[config.mk]
export PLATFORM = sky130hd
export DESIGN_NAME = etseq_top
export DESIGN_NICKNAME = d
export VERILOG_FILES = /design/src/rtl/etseq_pkg.sv /design/src/rtl/etseq_top.sv
export SDC_FILE = /design/constraint.sdc
export NUM_CORES = 2
export LEC_CHECK = 0
export BUFFER_PORTS_ARGS = -buffer_cell sky130_fd_sc_hd__buf_4
export CORE_MARGIN = 2
export CORE_UTILIZATION = 40
export DETAILED_ROUTE_END_ITERATION = 7
export RECOVER_POWER = 50
export REMOVE_ABC_BUFFERS = 1
export SYNTH_ARGS = -nofsm -noshare
export SYNTH_HDL_FRONTEND = slang
export SYNTH_HIERARCHICAL = 1
export SYNTH_SLANG_ARGS = --single-unit
[constraint.sdc]
create_clock -name CLK -period 4.8 [get_ports CLK]
set_input_delay 0 -clock CLK [delete_from_list [all_inputs] [get_ports CLK]]
set_output_delay 0 -clock CLK [all_outputs]
set_load 0.01 [all_outputs]
[src/rtl/etseq_pkg.sv]
// package: types and constants for the exception trace sequencer
package etseq_pkg;
  localparam int ADDR_W    = 32;
  localparam int EXC_W     = 4;
  localparam int ATOM_W    = 8;
  localparam int FIFO_DEPTH = 32;

  typedef enum logic [2:0] {
    PKT_ATOM  = 3'h0,
    PKT_WPUPD = 3'h1,
    PKT_EXCBR = 3'h2,
    PKT_BRNCH = 3'h3,
    PKT_ISYNC = 3'h4
  } etseq_pkt_kind_t;

  typedef struct packed {
    etseq_pkt_kind_t    kind;
    logic [EXC_W-1:0]   exc_type;
    logic [ATOM_W-1:0]  atoms;
    logic [3:0]         atom_cnt;
    logic [ADDR_W-1:0]  addr;
  } etseq_pkt_t;

  localparam int PKT_W = $bits(etseq_pkt_t);

  typedef struct packed {
    logic               valid;
    logic               waypoint;
    logic               taken;
    logic               is_return;
    logic [ADDR_W-1:0]  addr;
    logic [ADDR_W-1:0]  target;
  } etseq_instr_t;

  typedef struct packed {
    logic               valid;
    logic [EXC_W-1:0]   exc_type;
    logic [ADDR_W-1:0]  vector;
  } etseq_exc_t;

  localparam logic [3:0]        ATOM_CNT_RST = 4'h0;
  localparam logic [ADDR_W-1:0] ADDR_RST     = 32'h00000000;
endpackage : etseq_pkg

[src/rtl/etseq_top.sv]
// exception trace sequencer with packet fifo
`timescale 1ns/1ns
`default_nettype none

module etseq_fifo #(
  parameter int WIDTH = 8,
  parameter int DEPTH = 32
) (
  input  wire logic             CLK,
  input  wire logic             RESETN,
  input  wire logic             in_valid,
  output logic                  in_ready,
  input  wire logic [WIDTH-1:0] in_data,
  output logic                  out_valid,
  input  wire logic             out_ready,
  output logic      [WIDTH-1:0] out_data
);
  localparam int AW = $clog2(DEPTH);
  logic [WIDTH-1:0] mem [DEPTH];
  logic [AW-1:0]    wr_q, wr_d, rd_q, rd_d;
  logic [AW:0]      cnt_q, cnt_d;
  logic             push, pop;

  assign in_ready  = (cnt_q != DEPTH[AW:0]);
  assign out_valid = (cnt_q != '0);
  assign out_data  = mem[rd_q];
  assign push      = in_valid && in_ready;
  assign pop       = out_valid && out_ready;

  always_comb begin
    wr_d  = push ? AW'(wr_q + 1'b1) : wr_q;
    rd_d  = pop ? AW'(rd_q + 1'b1) : rd_q;
    cnt_d = cnt_q + {{AW{1'b0}}, push} - {{AW{1'b0}}, pop};
  end

  always_ff @(posedge CLK or negedge RESETN) begin
    if (!RESETN) begin
      wr_q  <= '0;
      rd_q  <= '0;
      cnt_q <= '0;
    end else begin
      wr_q  <= wr_d;
      rd_q  <= rd_d;
      cnt_q <= cnt_d;
    end
  end

  // storage holds no reset: contents are only read while counted valid
  always_ff @(posedge CLK) begin
    if (push) begin
      mem[wr_q] <= in_data;
    end
  end
endmodule // etseq_fifo

// What this block does
// - on back-to-back exceptions no single-address comparator reports a match.
// - on back-to-back exceptions every range comparator output holds its previous value.
// - an exception right after a waypoint at the first vector gives the atom packet of that waypoint then the exception branch packet.
// - an exception after a nonwaypoint at the first vector gives a waypoint update then the exception branch.
// - pending atoms go out in an atom header before the waypoint update of an exception, except when a sync is pending: then they stay pending.
// - a handler return is traced as an ordinary branch packet to the return target.
// - trace enabled between back-to-back exceptions gives a sync at the first vector then the exception branch.
// - in that enable-between case no waypoint update is emitted.
// - a trace enable leaves a sync pending for the next traced event, carrying the last waypoint target or exception vector.
// - an exception before any instruction at the sync target follows the sync directly.
// - an exception after instructions past the sync target gives sync, waypoint update, exception branch.
// - each exception branch packet carries the exception kind and its vector address.
// - back-to-back exceptions each get their own exception branch with no waypoint update between.
// - an exception right after an executed waypoint gives its atom packet then the exception branch, with no waypoint update.
module etseq_top
  import etseq_pkg::*;
#(
  parameter int DEPTH = FIFO_DEPTH
) (
  input  wire logic              CLK,
  input  wire logic              RESETN,
  input  wire etseq_instr_t      INSTR,
  input  wire etseq_exc_t        EXC,
  input  wire logic              TRACE_FILTER_ACTIVE,
  output logic                   CORE_READY,
  input  wire logic              SAC_MATCH_RAW,
  input  wire logic              ARC_MATCH_RAW,
  output logic                   SAC_MATCH,
  output logic                   ARC_MATCH,
  output logic                   PKT_VALID,
  input  wire logic              PKT_READY,
  output etseq_pkt_t             PKT
);
  // one event expands to at most three packets; the core is stalled until they are written to the fifo
  typedef enum logic [4:0] {
    ST_IDLE  = 5'b00001,
    ST_ATOM  = 5'b00010,
    ST_SYNC  = 5'b00100,
    ST_WPUPD = 5'b01000,
    ST_EXCBR = 5'b10000
  } etseq_state_t;

  etseq_state_t       st_q, st_d;
  logic               en_s1_q, en_s2_q, en_prev_q, en_d;
  logic               sync_pend_q, sync_pend_d;
  logic               last_exc_q, last_exc_d;
  logic               exec_since_wp_q, exec_since_wp_d;
  logic [ADDR_W-1:0]  last_instr_q, last_instr_d;
  logic [ADDR_W-1:0]  wp_target_q, wp_target_d;
  logic [ATOM_W-1:0]  atoms_q, atoms_d;
  logic [3:0]         atom_cnt_q, atom_cnt_d;
  etseq_exc_t         exc_q, exc_d;
  logic               sac_q, sac_d, arc_q, arc_d;
  logic               f_valid, f_ready;
  etseq_pkt_t         f_pkt;
  logic               enable_rise, tracing, b2b;

  assign enable_rise = en_s2_q && !en_prev_q;
  assign tracing     = en_s2_q;
  // a stalled exception is not taken yet, so it cannot count as back-to-back
  assign b2b         = EXC.valid && CORE_READY && last_exc_q;
  assign CORE_READY  = (st_q == ST_IDLE) && f_ready;
  assign SAC_MATCH   = sac_q;
  assign ARC_MATCH   = arc_q;

  always_comb begin
    st_d            = st_q;
    en_d            = en_s2_q;
    sync_pend_d     = sync_pend_q;
    last_exc_d      = last_exc_q;
    exec_since_wp_d = exec_since_wp_q;
    last_instr_d    = last_instr_q;
    wp_target_d     = wp_target_q;
    atoms_d         = atoms_q;
    atom_cnt_d      = atom_cnt_q;
    exc_d           = exc_q;
    sac_d           = b2b ? 1'b0 : SAC_MATCH_RAW;
    arc_d           = b2b ? arc_q : ARC_MATCH_RAW;
    f_valid         = 1'b0;
    f_pkt           = '0;
    case (st_q)
      ST_IDLE: begin
        if (!f_ready) begin
          st_d = ST_IDLE;
        end else if (EXC.valid) begin
          exc_d      = EXC;
          last_exc_d = 1'b1;
          if (tracing && (sync_pend_q || enable_rise)) begin
            st_d = ST_SYNC;
          end else if (tracing && atom_cnt_q != ATOM_CNT_RST) begin
            st_d = ST_ATOM;
          end else if (tracing && exec_since_wp_q && !last_exc_q) begin
            st_d = ST_WPUPD;
          end else if (tracing) begin
            st_d = ST_EXCBR;
          end else begin
            exec_since_wp_d = 1'b0;
            // an untraced exception still moves the sync target to its vector
            wp_target_d     = EXC.vector;
          end
        end else if (INSTR.valid) begin
          last_exc_d   = 1'b0;
          last_instr_d = INSTR.addr;
          if (tracing && sync_pend_q) begin
            f_valid     = 1'b1;
            f_pkt.kind  = PKT_ISYNC;
            f_pkt.addr  = wp_target_q;
            sync_pend_d = 1'b0;
          end
          if (INSTR.waypoint) begin
            exec_since_wp_d = 1'b0;
            wp_target_d     = INSTR.taken ? INSTR.target : ADDR_W'(INSTR.addr + 32'h4);
            if (tracing && INSTR.is_return) begin
              st_d = ST_IDLE;
              if (!f_valid) begin
                f_valid    = 1'b1;
                f_pkt.kind = PKT_BRNCH;
                f_pkt.addr = INSTR.target;
              end else begin
                exc_d.vector = INSTR.target;
                st_d         = ST_EXCBR;
                exc_d.valid  = 1'b0;
              end
            end else if (tracing) begin
              atoms_d    = ATOM_W'(atoms_q | (ATOM_W'(INSTR.taken) << atom_cnt_q));
              atom_cnt_d = 4'(atom_cnt_q + 1'b1);
              if (atom_cnt_q == 4'(ATOM_W - 1)) begin
                st_d = ST_ATOM;
                exc_d.valid = 1'b0;
              end
            end
          end else begin
            exec_since_wp_d = 1'b1;
          end
        end
      end
      ST_SYNC: begin
        f_valid     = 1'b1;
        f_pkt.kind  = PKT_ISYNC;
        // enabled between back-to-back exceptions the sync target is the first vector
        f_pkt.addr  = wp_target_q;
        sync_pend_d = 1'b0;
        if (f_ready) begin
          // last_exc_q already marks this event; every exception clears exec_since_wp_q
          st_d = exec_since_wp_q ? ST_WPUPD : ST_EXCBR;
        end
      end
      ST_ATOM: begin
        f_valid        = 1'b1;
        f_pkt.kind     = PKT_ATOM;
        f_pkt.atoms    = atoms_q;
        f_pkt.atom_cnt = atom_cnt_q;
        if (f_ready) begin
          atoms_d    = '0;
          atom_cnt_d = ATOM_CNT_RST;
          if (!exc_q.valid) begin
            st_d = ST_IDLE;
          end else begin
            st_d = exec_since_wp_q ? ST_WPUPD : ST_EXCBR;
          end
        end
      end
      ST_WPUPD: begin
        f_valid    = 1'b1;
        f_pkt.kind = PKT_WPUPD;
        f_pkt.addr = last_instr_q;
        if (f_ready) begin
          st_d            = ST_EXCBR;
          exec_since_wp_d = 1'b0;
        end
      end
      ST_EXCBR: begin
        f_valid = 1'b1;
        if (exc_q.valid) begin
          f_pkt.kind     = PKT_EXCBR;
          f_pkt.exc_type = exc_q.exc_type;
        end else begin
          f_pkt.kind = PKT_BRNCH;
        end
        f_pkt.addr = exc_q.vector;
        if (f_ready) begin
          st_d            = ST_IDLE;
          exec_since_wp_d = 1'b0;
          if (exc_q.valid) begin
            wp_target_d = exc_q.vector; // first vector becomes the sync target
          end
        end
      end
      default: st_d = ST_IDLE;
    endcase
    // set last so a new enable wins over a sync leaving in the same cycle
    if (enable_rise) begin
      sync_pend_d = 1'b1;
    end
  end

  always_ff @(posedge CLK or negedge RESETN) begin
    if (!RESETN) begin
      st_q            <= ST_IDLE;
      en_s1_q         <= 1'b0;
      en_s2_q         <= 1'b0;
      en_prev_q       <= 1'b0;
      sync_pend_q     <= 1'b0;
      last_exc_q      <= 1'b0;
      exec_since_wp_q <= 1'b0;
      last_instr_q    <= ADDR_RST;
      wp_target_q     <= ADDR_RST;
      atoms_q         <= '0;
      atom_cnt_q      <= ATOM_CNT_RST;
      exc_q           <= '0;
      sac_q           <= 1'b0;
      arc_q           <= 1'b0;
    end else begin
      st_q            <= st_d;
      en_s1_q         <= TRACE_FILTER_ACTIVE;
      en_s2_q         <= en_s1_q;
      en_prev_q       <= en_d;
      sync_pend_q     <= sync_pend_d;
      last_exc_q      <= last_exc_d;
      exec_since_wp_q <= exec_since_wp_d;
      last_instr_q    <= last_instr_d;
      wp_target_q     <= wp_target_d;
      atoms_q         <= atoms_d;
      atom_cnt_q      <= atom_cnt_d;
      exc_q           <= exc_d;
      sac_q           <= sac_d;
      arc_q           <= arc_d;
    end
  end

  etseq_fifo #(
    .WIDTH (PKT_W),
    .DEPTH (DEPTH)
  ) u_fifo (
    .CLK       (CLK),
    .RESETN    (RESETN),
    .in_valid  (f_valid),
    .in_ready  (f_ready),
    .in_data   (f_pkt),
    .out_valid (PKT_VALID),
    .out_ready (PKT_READY),
    .out_data  (PKT)
  );
endmodule // etseq_top

`default_nettype wire

== Word-level counts from Yosys, hierarchy flattened ==
Memories as Yosys holds them, arrays and structs flattened.
Index checks and enable logic that the tools add are counted.

* Register bits: 142
* Latch bits: 0
* Memory bits (writable): 1,632
* Memory bits (read-only): 0
* Input bits: 111
* Output and inout bits: 55
* Logic and storage cells: 214
* Memories kept: 1

* $add $sub $neg: 6
* Multiply operators: 0
* Divide/modulo/power cells: 0
* Order comparisons: 0
* Equal/unequal tests: 35
* Shift-type cells: 1
* Muxes and demuxes: 111
* Bitwise logic cells: 2
* Reductions and logical operators: 39

{| class="wikitable"
|+ Memories
! name !! depth !! bits a word !! rd ports !! clocked after memory_dff !! wr ports !! RTL line !! RTL
|-
| u_fifo.mem || 32 || 51 || 1 || 0 || 1 || etseq_top.sv:19 || <nowiki>logic [WIDTH-1:0] mem [DEPTH];</nowiki>
|}

{| class="wikitable"
|+ Operators with widths
! kind !! count
|-
| 2-to-1 mux 32 bit || 23
|-
| case mux 32 bit (4 select lines) || 1
|-
| 2-to-1 mux 5 bit || 18
|-
| case mux 32 bit (2 select lines) || 1
|-
| 2-to-1 mux 8 bit || 7
|-
| 2-to-1 mux 1 bit || 37
|-
| 2-to-1 mux 4 bit || 9
|-
| adder 32 x 3 -> 32 bit (second input constant) || 1
|-
| != test 3 bit (second input constant) || 10
|-
| case mux 5 bit (5 select lines) || 1
|-
| != test 2 bit (second input constant) || 11
|-
| 2-to-1 mux 3 bit || 7
|-
| case mux 8 bit (2 select lines) || 1
|-
| AND reduction 8 bit || 2
|-
| nonzero test 2 bit || 7
|-
| logical AND 1 bit || 12
|-
| 2-to-1 mux 12 bit || 1
|-
| case mux 3 bit (4 select lines) || 1
|-
| adder 5 x 1 -> 5 bit (second input constant) || 2
|-
| AND reduction 10 bit || 1
|-
| AND reduction 9 bit || 1
|-
| nonzero test 3 bit || 3
|-
| != test 4 bit (second input constant) || 2
|-
| bitwise OR 8 bit || 1
|-
| 30 further kinds || 34
|}

== Depth between registers and ports, before layout ==
* Word-level depth: 15
* Gate-level depth with buffers: 20
* Depth with buffers taken out: 18

== Cells and area by module ==
The synthesis kept the hierarchy.

{| class="wikitable"
|+ By module, submodules not included
! module !! times used !! cells each !! area an instance (sq um) !! seq. area each (sq um)
|-
| etseq_fifo || 1 || 2,793 || 62,762.7 || 49,407.4
|-
| etseq_top || 1 || 860 || 7,743.7 || 3,154.3
|}

== Least setup slack after synthesis ==
No wires, ideal clock.

* Path kind: flip-flop to flip-flop
* From: register u_fifo.cnt_q[2]
* To: memory u_fifo/mem[30][0] (netlist name) (enable)
* Setup time: 0.460 ns
* Arrival time: 4.401 ns
* Data required time: 4.340 ns
* Path slack: -0.061 ns
* Cell stages (with the launch flop): 13
* Path buffers: 2
* Period minus slack after synthesis: 4.861 ns
* Cells stage by stage: dfrtp_1 -> inv_1 -> ha_1 -> nand4bb_1 -> buf_2 -> nand3_2 -> nor2_4 -> nand2_1 -> o2111ai_1 -> and2_1 -> clkbuf_1 -> nand2_1 -> nor2_1

* Cells in the longest elaborated chain, start to end: 6

{| class="wikitable"
|+ RTL lines
! element !! RTL line !! RTL
|-
| from (decl) || etseq_top.sv:21 || <nowiki>logic [AW:0] cnt_q, cnt_d;</nowiki>
|-
| from (signal assigned) || etseq_top.sv:44 || <nowiki>cnt_q <= cnt_d;</nowiki>
|-
| != test 6 bit || etseq_top.sv:24 || <nowiki>assign in_ready = (cnt_q != DEPTH[AW:0]);</nowiki>
|-
| via f_ready || etseq_top.sv:110 || <nowiki>logic f_valid, f_ready;</nowiki>
|-
| 2-to-1 mux 1 bit || etseq_top.sv:139 || <nowiki>if (!f_ready) begin</nowiki>
|-
| case mux 1 bit (2 select lines) || etseq_top.sv:137 || <nowiki>case (st_q)</nowiki>
|-
| via f_valid || etseq_top.sv:110 ||
|-
| logical AND 1 bit || etseq_top.sv:27 || <nowiki>assign push = in_valid && in_ready;</nowiki>
|-
| 2-to-1 mux 1 bit || etseq_top.sv:50 || <nowiki>if (push) begin</nowiki>
|-
| 2-to-1 mux 1 bit (implied by the code) || etseq_top.sv:51 || <nowiki>mem[wr_q] <= in_data;</nowiki>
|-
| to (decl) || etseq_top.sv:19 ||
|}

The timed path passes the listed nets, and every way through them passes these cells.

== Worst setup path in the final report ==
* From: register st_q[4]
* To: memory u_fifo/mem[22][46] (netlist name) (enable)

* Cells in the longest elaborated chain, start to end: 6
* Elaborated cells on any way between the ends: 10
* Classes of those cells: eq/ne (5); mux (3); reduce/logical (2)

{| class="wikitable"
|+ RTL lines
! element !! RTL line !! RTL
|-
| from (decl) || etseq_top.sv:99 || <nowiki>etseq_state_t st_q, st_d;</nowiki>
|-
| from (signal assigned) || etseq_top.sv:270 || <nowiki>st_q <= st_d;</nowiki>
|-
| equality test 5 bit, or another cell as far along || etseq_top.sv:137 ||
|-
| OR reduction 4 bit (no line) || -- ||
|-
| case mux 1 bit (2 select lines) * || etseq_top.sv:137 ||
|-
| via f_valid || etseq_top.sv:110 ||
|-
| logical AND 1 bit * || etseq_top.sv:27 ||
|-
| 2-to-1 mux 1 bit * || etseq_top.sv:50 ||
|-
| 2-to-1 mux 1 bit (implied by the code) * || etseq_top.sv:51 ||
|}

Mark *: on every way through the listed nets, which the timed path passes. The rest lies on a longest branch.

==> results.md <==
- Crit-path max FO: 15
- Final Util: a little under half
- Minimum clock period: ~4.4 ns
- Via count: roughly 39000
- Worst skew pair latency: between 0.8 and 0.9 ns
- Reg area: ~53000 um^2
- Largest family of logic cells by synthesized area: multiplexers
- Layout area overhead: 18.04%
- Pleak: 27.47 nW
- Core Region: 175700 um^2
- Mux contribution to synthesized area: 13.74%
- DR DRC count: 0
- Routed Antenna Nets: 0
- Worst Path Buf+Inv: 1
- First-pass GRT wire length: about 290000 um
- Synthesis Warnings: 6
- Overflow after GRT: 0
- GRT Total Usage: 22.50%
- Post-DR vias/cell: between 5 and 6
- IO Pins: approximately 170
- Mean Syn Cell Area: 19.30 um^2
- Clock share of power: a little under a third
- Clock buffer depth: 3
- Final worst path period share: between 90% and 100%
- Synth Flop Type: edfxtp_1
- WL/cell: between 30 and 40 um
- Combinational power share: 29.1%
- Initial DRC Count: 4330
- Slowest cell on crit path: nor2_4
- Post-synthesis sequential area ratio: 74.55%
- CTS buffer count: ~180
- Post-CTS Setup Bufs: 0
- Die X: between 400 and 500 um
- Overall power: roughly 0.047 W
- GR peak layer: met2
- Crit path DAT: just under 5 ns
- Met2 usage: a little over a third
- Final slew viol count: between 500 and 600
- Power Density: around 560 nW/um^2
- Max H-tree Level: 4
- Fraction of the mapped netlist area in adder cells: 0.3301%
- Grt met1 use: a little under a third
- Sw power: between 0.01 and 0.015 W
- Status: finished, violations left
- Standard-cell row count: approximately 150
- Vias in the first global route: about 39000
- Worst rel slew slack: -112.8%
- Clock sink count: 1774
- Worst path most repeated cell: nand2_1
- Sequential fraction of design power: around two fifths
- Async set or reset register ratio after synthesis: between 8 and 9%
- Max-Cap Viols: 16
- Die area: roughly 180000 um^2
- Post-synthesis simple-gate area fraction: about 2.7%
- Fin nets: ~4300
- Total Wirelength: 203000 um
- Crit path kind: flop to flop
- Final Hold Vio Count: 0
- Fmax: 0.2259 GHz
- Cell Area, Synth: ~70000 um^2
- Dpl hpwl: 114900 um
- Compound-cell area share of the yosys netlist: under 10%
- Die height: between 400 and 500 um
- Fillers: between 10000 and 15000
- #FFs+latches synth: 1774
- Clk root buf: clkbuf_16
- Yosys top cell by area: edfxtp_1
- CP required: ~5.3 ns
- Clock transition at the registers of the reported paths: 0.06 ns
- Failing checks: max-capacitance violations, max-slew violations
- Multi-input gate area: 16870 um^2
- Most common cell in the synthesized netlist: edfxtp_1
- Port buffer count: between 150 and 200
- Resize count post-CTS: 0
- GPL Wtd Cong: 0.8234
- Post-synth EDFFs: roughly 1600
- Fraction of layout cells with a size suffix above 1: between 20% and 30%
- Critical Path Source Type: flop
- 1st-pass router iterations: 7
- Critical path capture point type: flop
- Mapped Cells: 3653
- Worst slew pin tran: 3.193 ns
- Peak VDD IR: about 0.56 mV
- Internal: 0.03199 W
- Count of cell types in the netlist: 88
- Hold_buf cts: 199
- Top-area cell type share of the netlist area: 69.51%
- Initial antenna violation count: 7
- Worst hold-check path type: primary input to flop
- Xor-xnor portion of the synthesized cell area: less than 1%
- Slowest stage delay, CP: ~0.85 ns
- Crit path cell chain: nor3_1 -> and2_4 -> nand3_1 -> nor2_1 -> nand2_1 -> o2111ai_1 -> and2_1 -> nand2_1 -> nor2_4 -> buf_4
- CTS tree: done
- Post-synth top cells: edfxtp_1, mux4_2, mux2i_1
- RSZ-0062 raised after global routing: false
- Largest net degree at the start of global routing: about 130
- Switching share of power: 31.70%
- Clock Skews: 0.05968 ns
- Starting Density: about two fifths
- Crit path max-delay family: simple AND/OR/NAND/NOR gates
- Final Setup Violations: 0
- Synth area leaders: edfxtp_1, mux4_2, dfrtp_1, mux2i_1, a211oi_2
- GRT met3 Usage: under 10%
metal layers:
layer  up-vias  share of wire [%]
met3       380                6.9
li1      16040                  -
met2      1702                 49
met5         -             0.0089
met1     20470                 40
met4         4                4.5
through the flow:
stage	cell area, um^2	worst slack, ns	hold WS (ns)	setup TNS [ns]	std cells
6_report	83230	0.3739	0.05669	0	6616
5_1_grt	83230	0.2104	0.03383	0	6616
4_1_cts	83450	0.5751	0.002668	0	6614
3_5_place_dp	75470	0.6204	-0.04420	0	6086
3_3_place_gp	75470	0.6452	-0.04197	0	6086
2_1_floorplan	69350	-14.91	-0.2956	-1743.21	3429
power by group through the flow:
stage | Combinational (W) | Sequential (W) | Clock [W]
global route | 0.0146 | 0.0192 | 0.0149
global placement | 0.0136 | 0.0194 | 0
floorplan | 0.00705 | 0.0195 | 0
CTS | 0.0139 | 0.0191 | 0.0143
finish | 0.0136 | 0.0191 | 0.0141
detailed placement | 0.0137 | 0.0194 | 0
layout make-up:
class                           instances  share of cell area (%)
Multi-Input combinational cell       1624                   20.27
Clock buffer                          228                   5.637
Tap cell                             2340                   3.518
Sequential cell                      1774                   63.17
Clock inverter                        101                   1.529
Timing Repair Buffer                  516                   5.732
Inverter                               31                  0.1398
Antenna cell                            2                0.006013
flip-flops by register name, indices dropped and copies added (netlist names), 4 cells and up:
register and flops:
u_fifo/mem 1632, exc_q 37, last_instr_q 32, wp_target_q 32
atoms_q 8, u_fifo/cnt_q 6, st_q 5, u_fifo/rd_q 5
u_fifo/wr_q 5, atom_cnt_q 4
final timing paths:
| check | startpoint | endpoint | slack [ns] | depth (start not counted) |
|---|---|---|---|---|
| worst max-delay path | st_q[4] | u_fifo/mem[22][46] | 0.37 | 10 |
| worst min-delay path | INSTR[65] | wp_target_q[1] | 0.06 | 7 |
| worst max register to register | st_q[4] | u_fifo/mem[22][46] | 0.37 | 10 |
| worst min register to register | wp_target_q[4] | wp_target_q[4] | 0.48 | 2 |
| max in group asynchronous | RESETN | wp_target_q[11] | 1.07 | 4 |
| min in group asynchronous | RESETN | u_fifo/cnt_q[4] | 0.98 | 4 |
cell families (layout without fill, tap and decap cells):
family	count (synthesis)	in the layout
XOR/XNOR	34	34
AND/OR/NAND/NOR	390	390
adder cells (fa/ha/maj)	18	18
other	0	2
multiplexers	581	581
AO/OA/AOI/OAI	601	601
buffers and inverters	255	876
flip-flops	1774	1774
worst register-to-register path: cells and delay by family (launching register included):
family / cells / cell delay (ns)
and+or+nand+nor: 8 / 2.79
DFF: 1 / 0.45
AOI/OAI and AO/OA: 1 / 0.35
buffers and inverters: 1 / 0.47
layout by cell type, fill, tap and decap left out, types with 11 or more instances in the layout:
cell / n
nor2_1: 92
nand3_1: 15
o22ai_1: 57
o221ai_1: 51
o31ai_1: 16
o21ai_0: 47
clkbuf_1: 68
clkinv_2: 37
clkbuf_16: 178
nand2_1: 143
xor2_1: 13
inv_1: 30
a211oi_1: 56
buf_4: 243
nor3_1: 13
a21oi_1: 118
a22o_1: 56
mux2_2: 31
buf_12: 41
nor2_4: 31
a211oi_2: 50
mux4_2: 306
edfxtp_1: 1632
ha_1: 17
xnor2_1: 21
clkinv_1: 25
mux2i_1: 241
a222oi_1: 33
a22oi_1: 54
dlygate4sd3_1: 198
nand4_1: 11
bufinv_16: 19
dfrtp_1: 138
No activity file was read; power rests on OpenSTA's default activity.
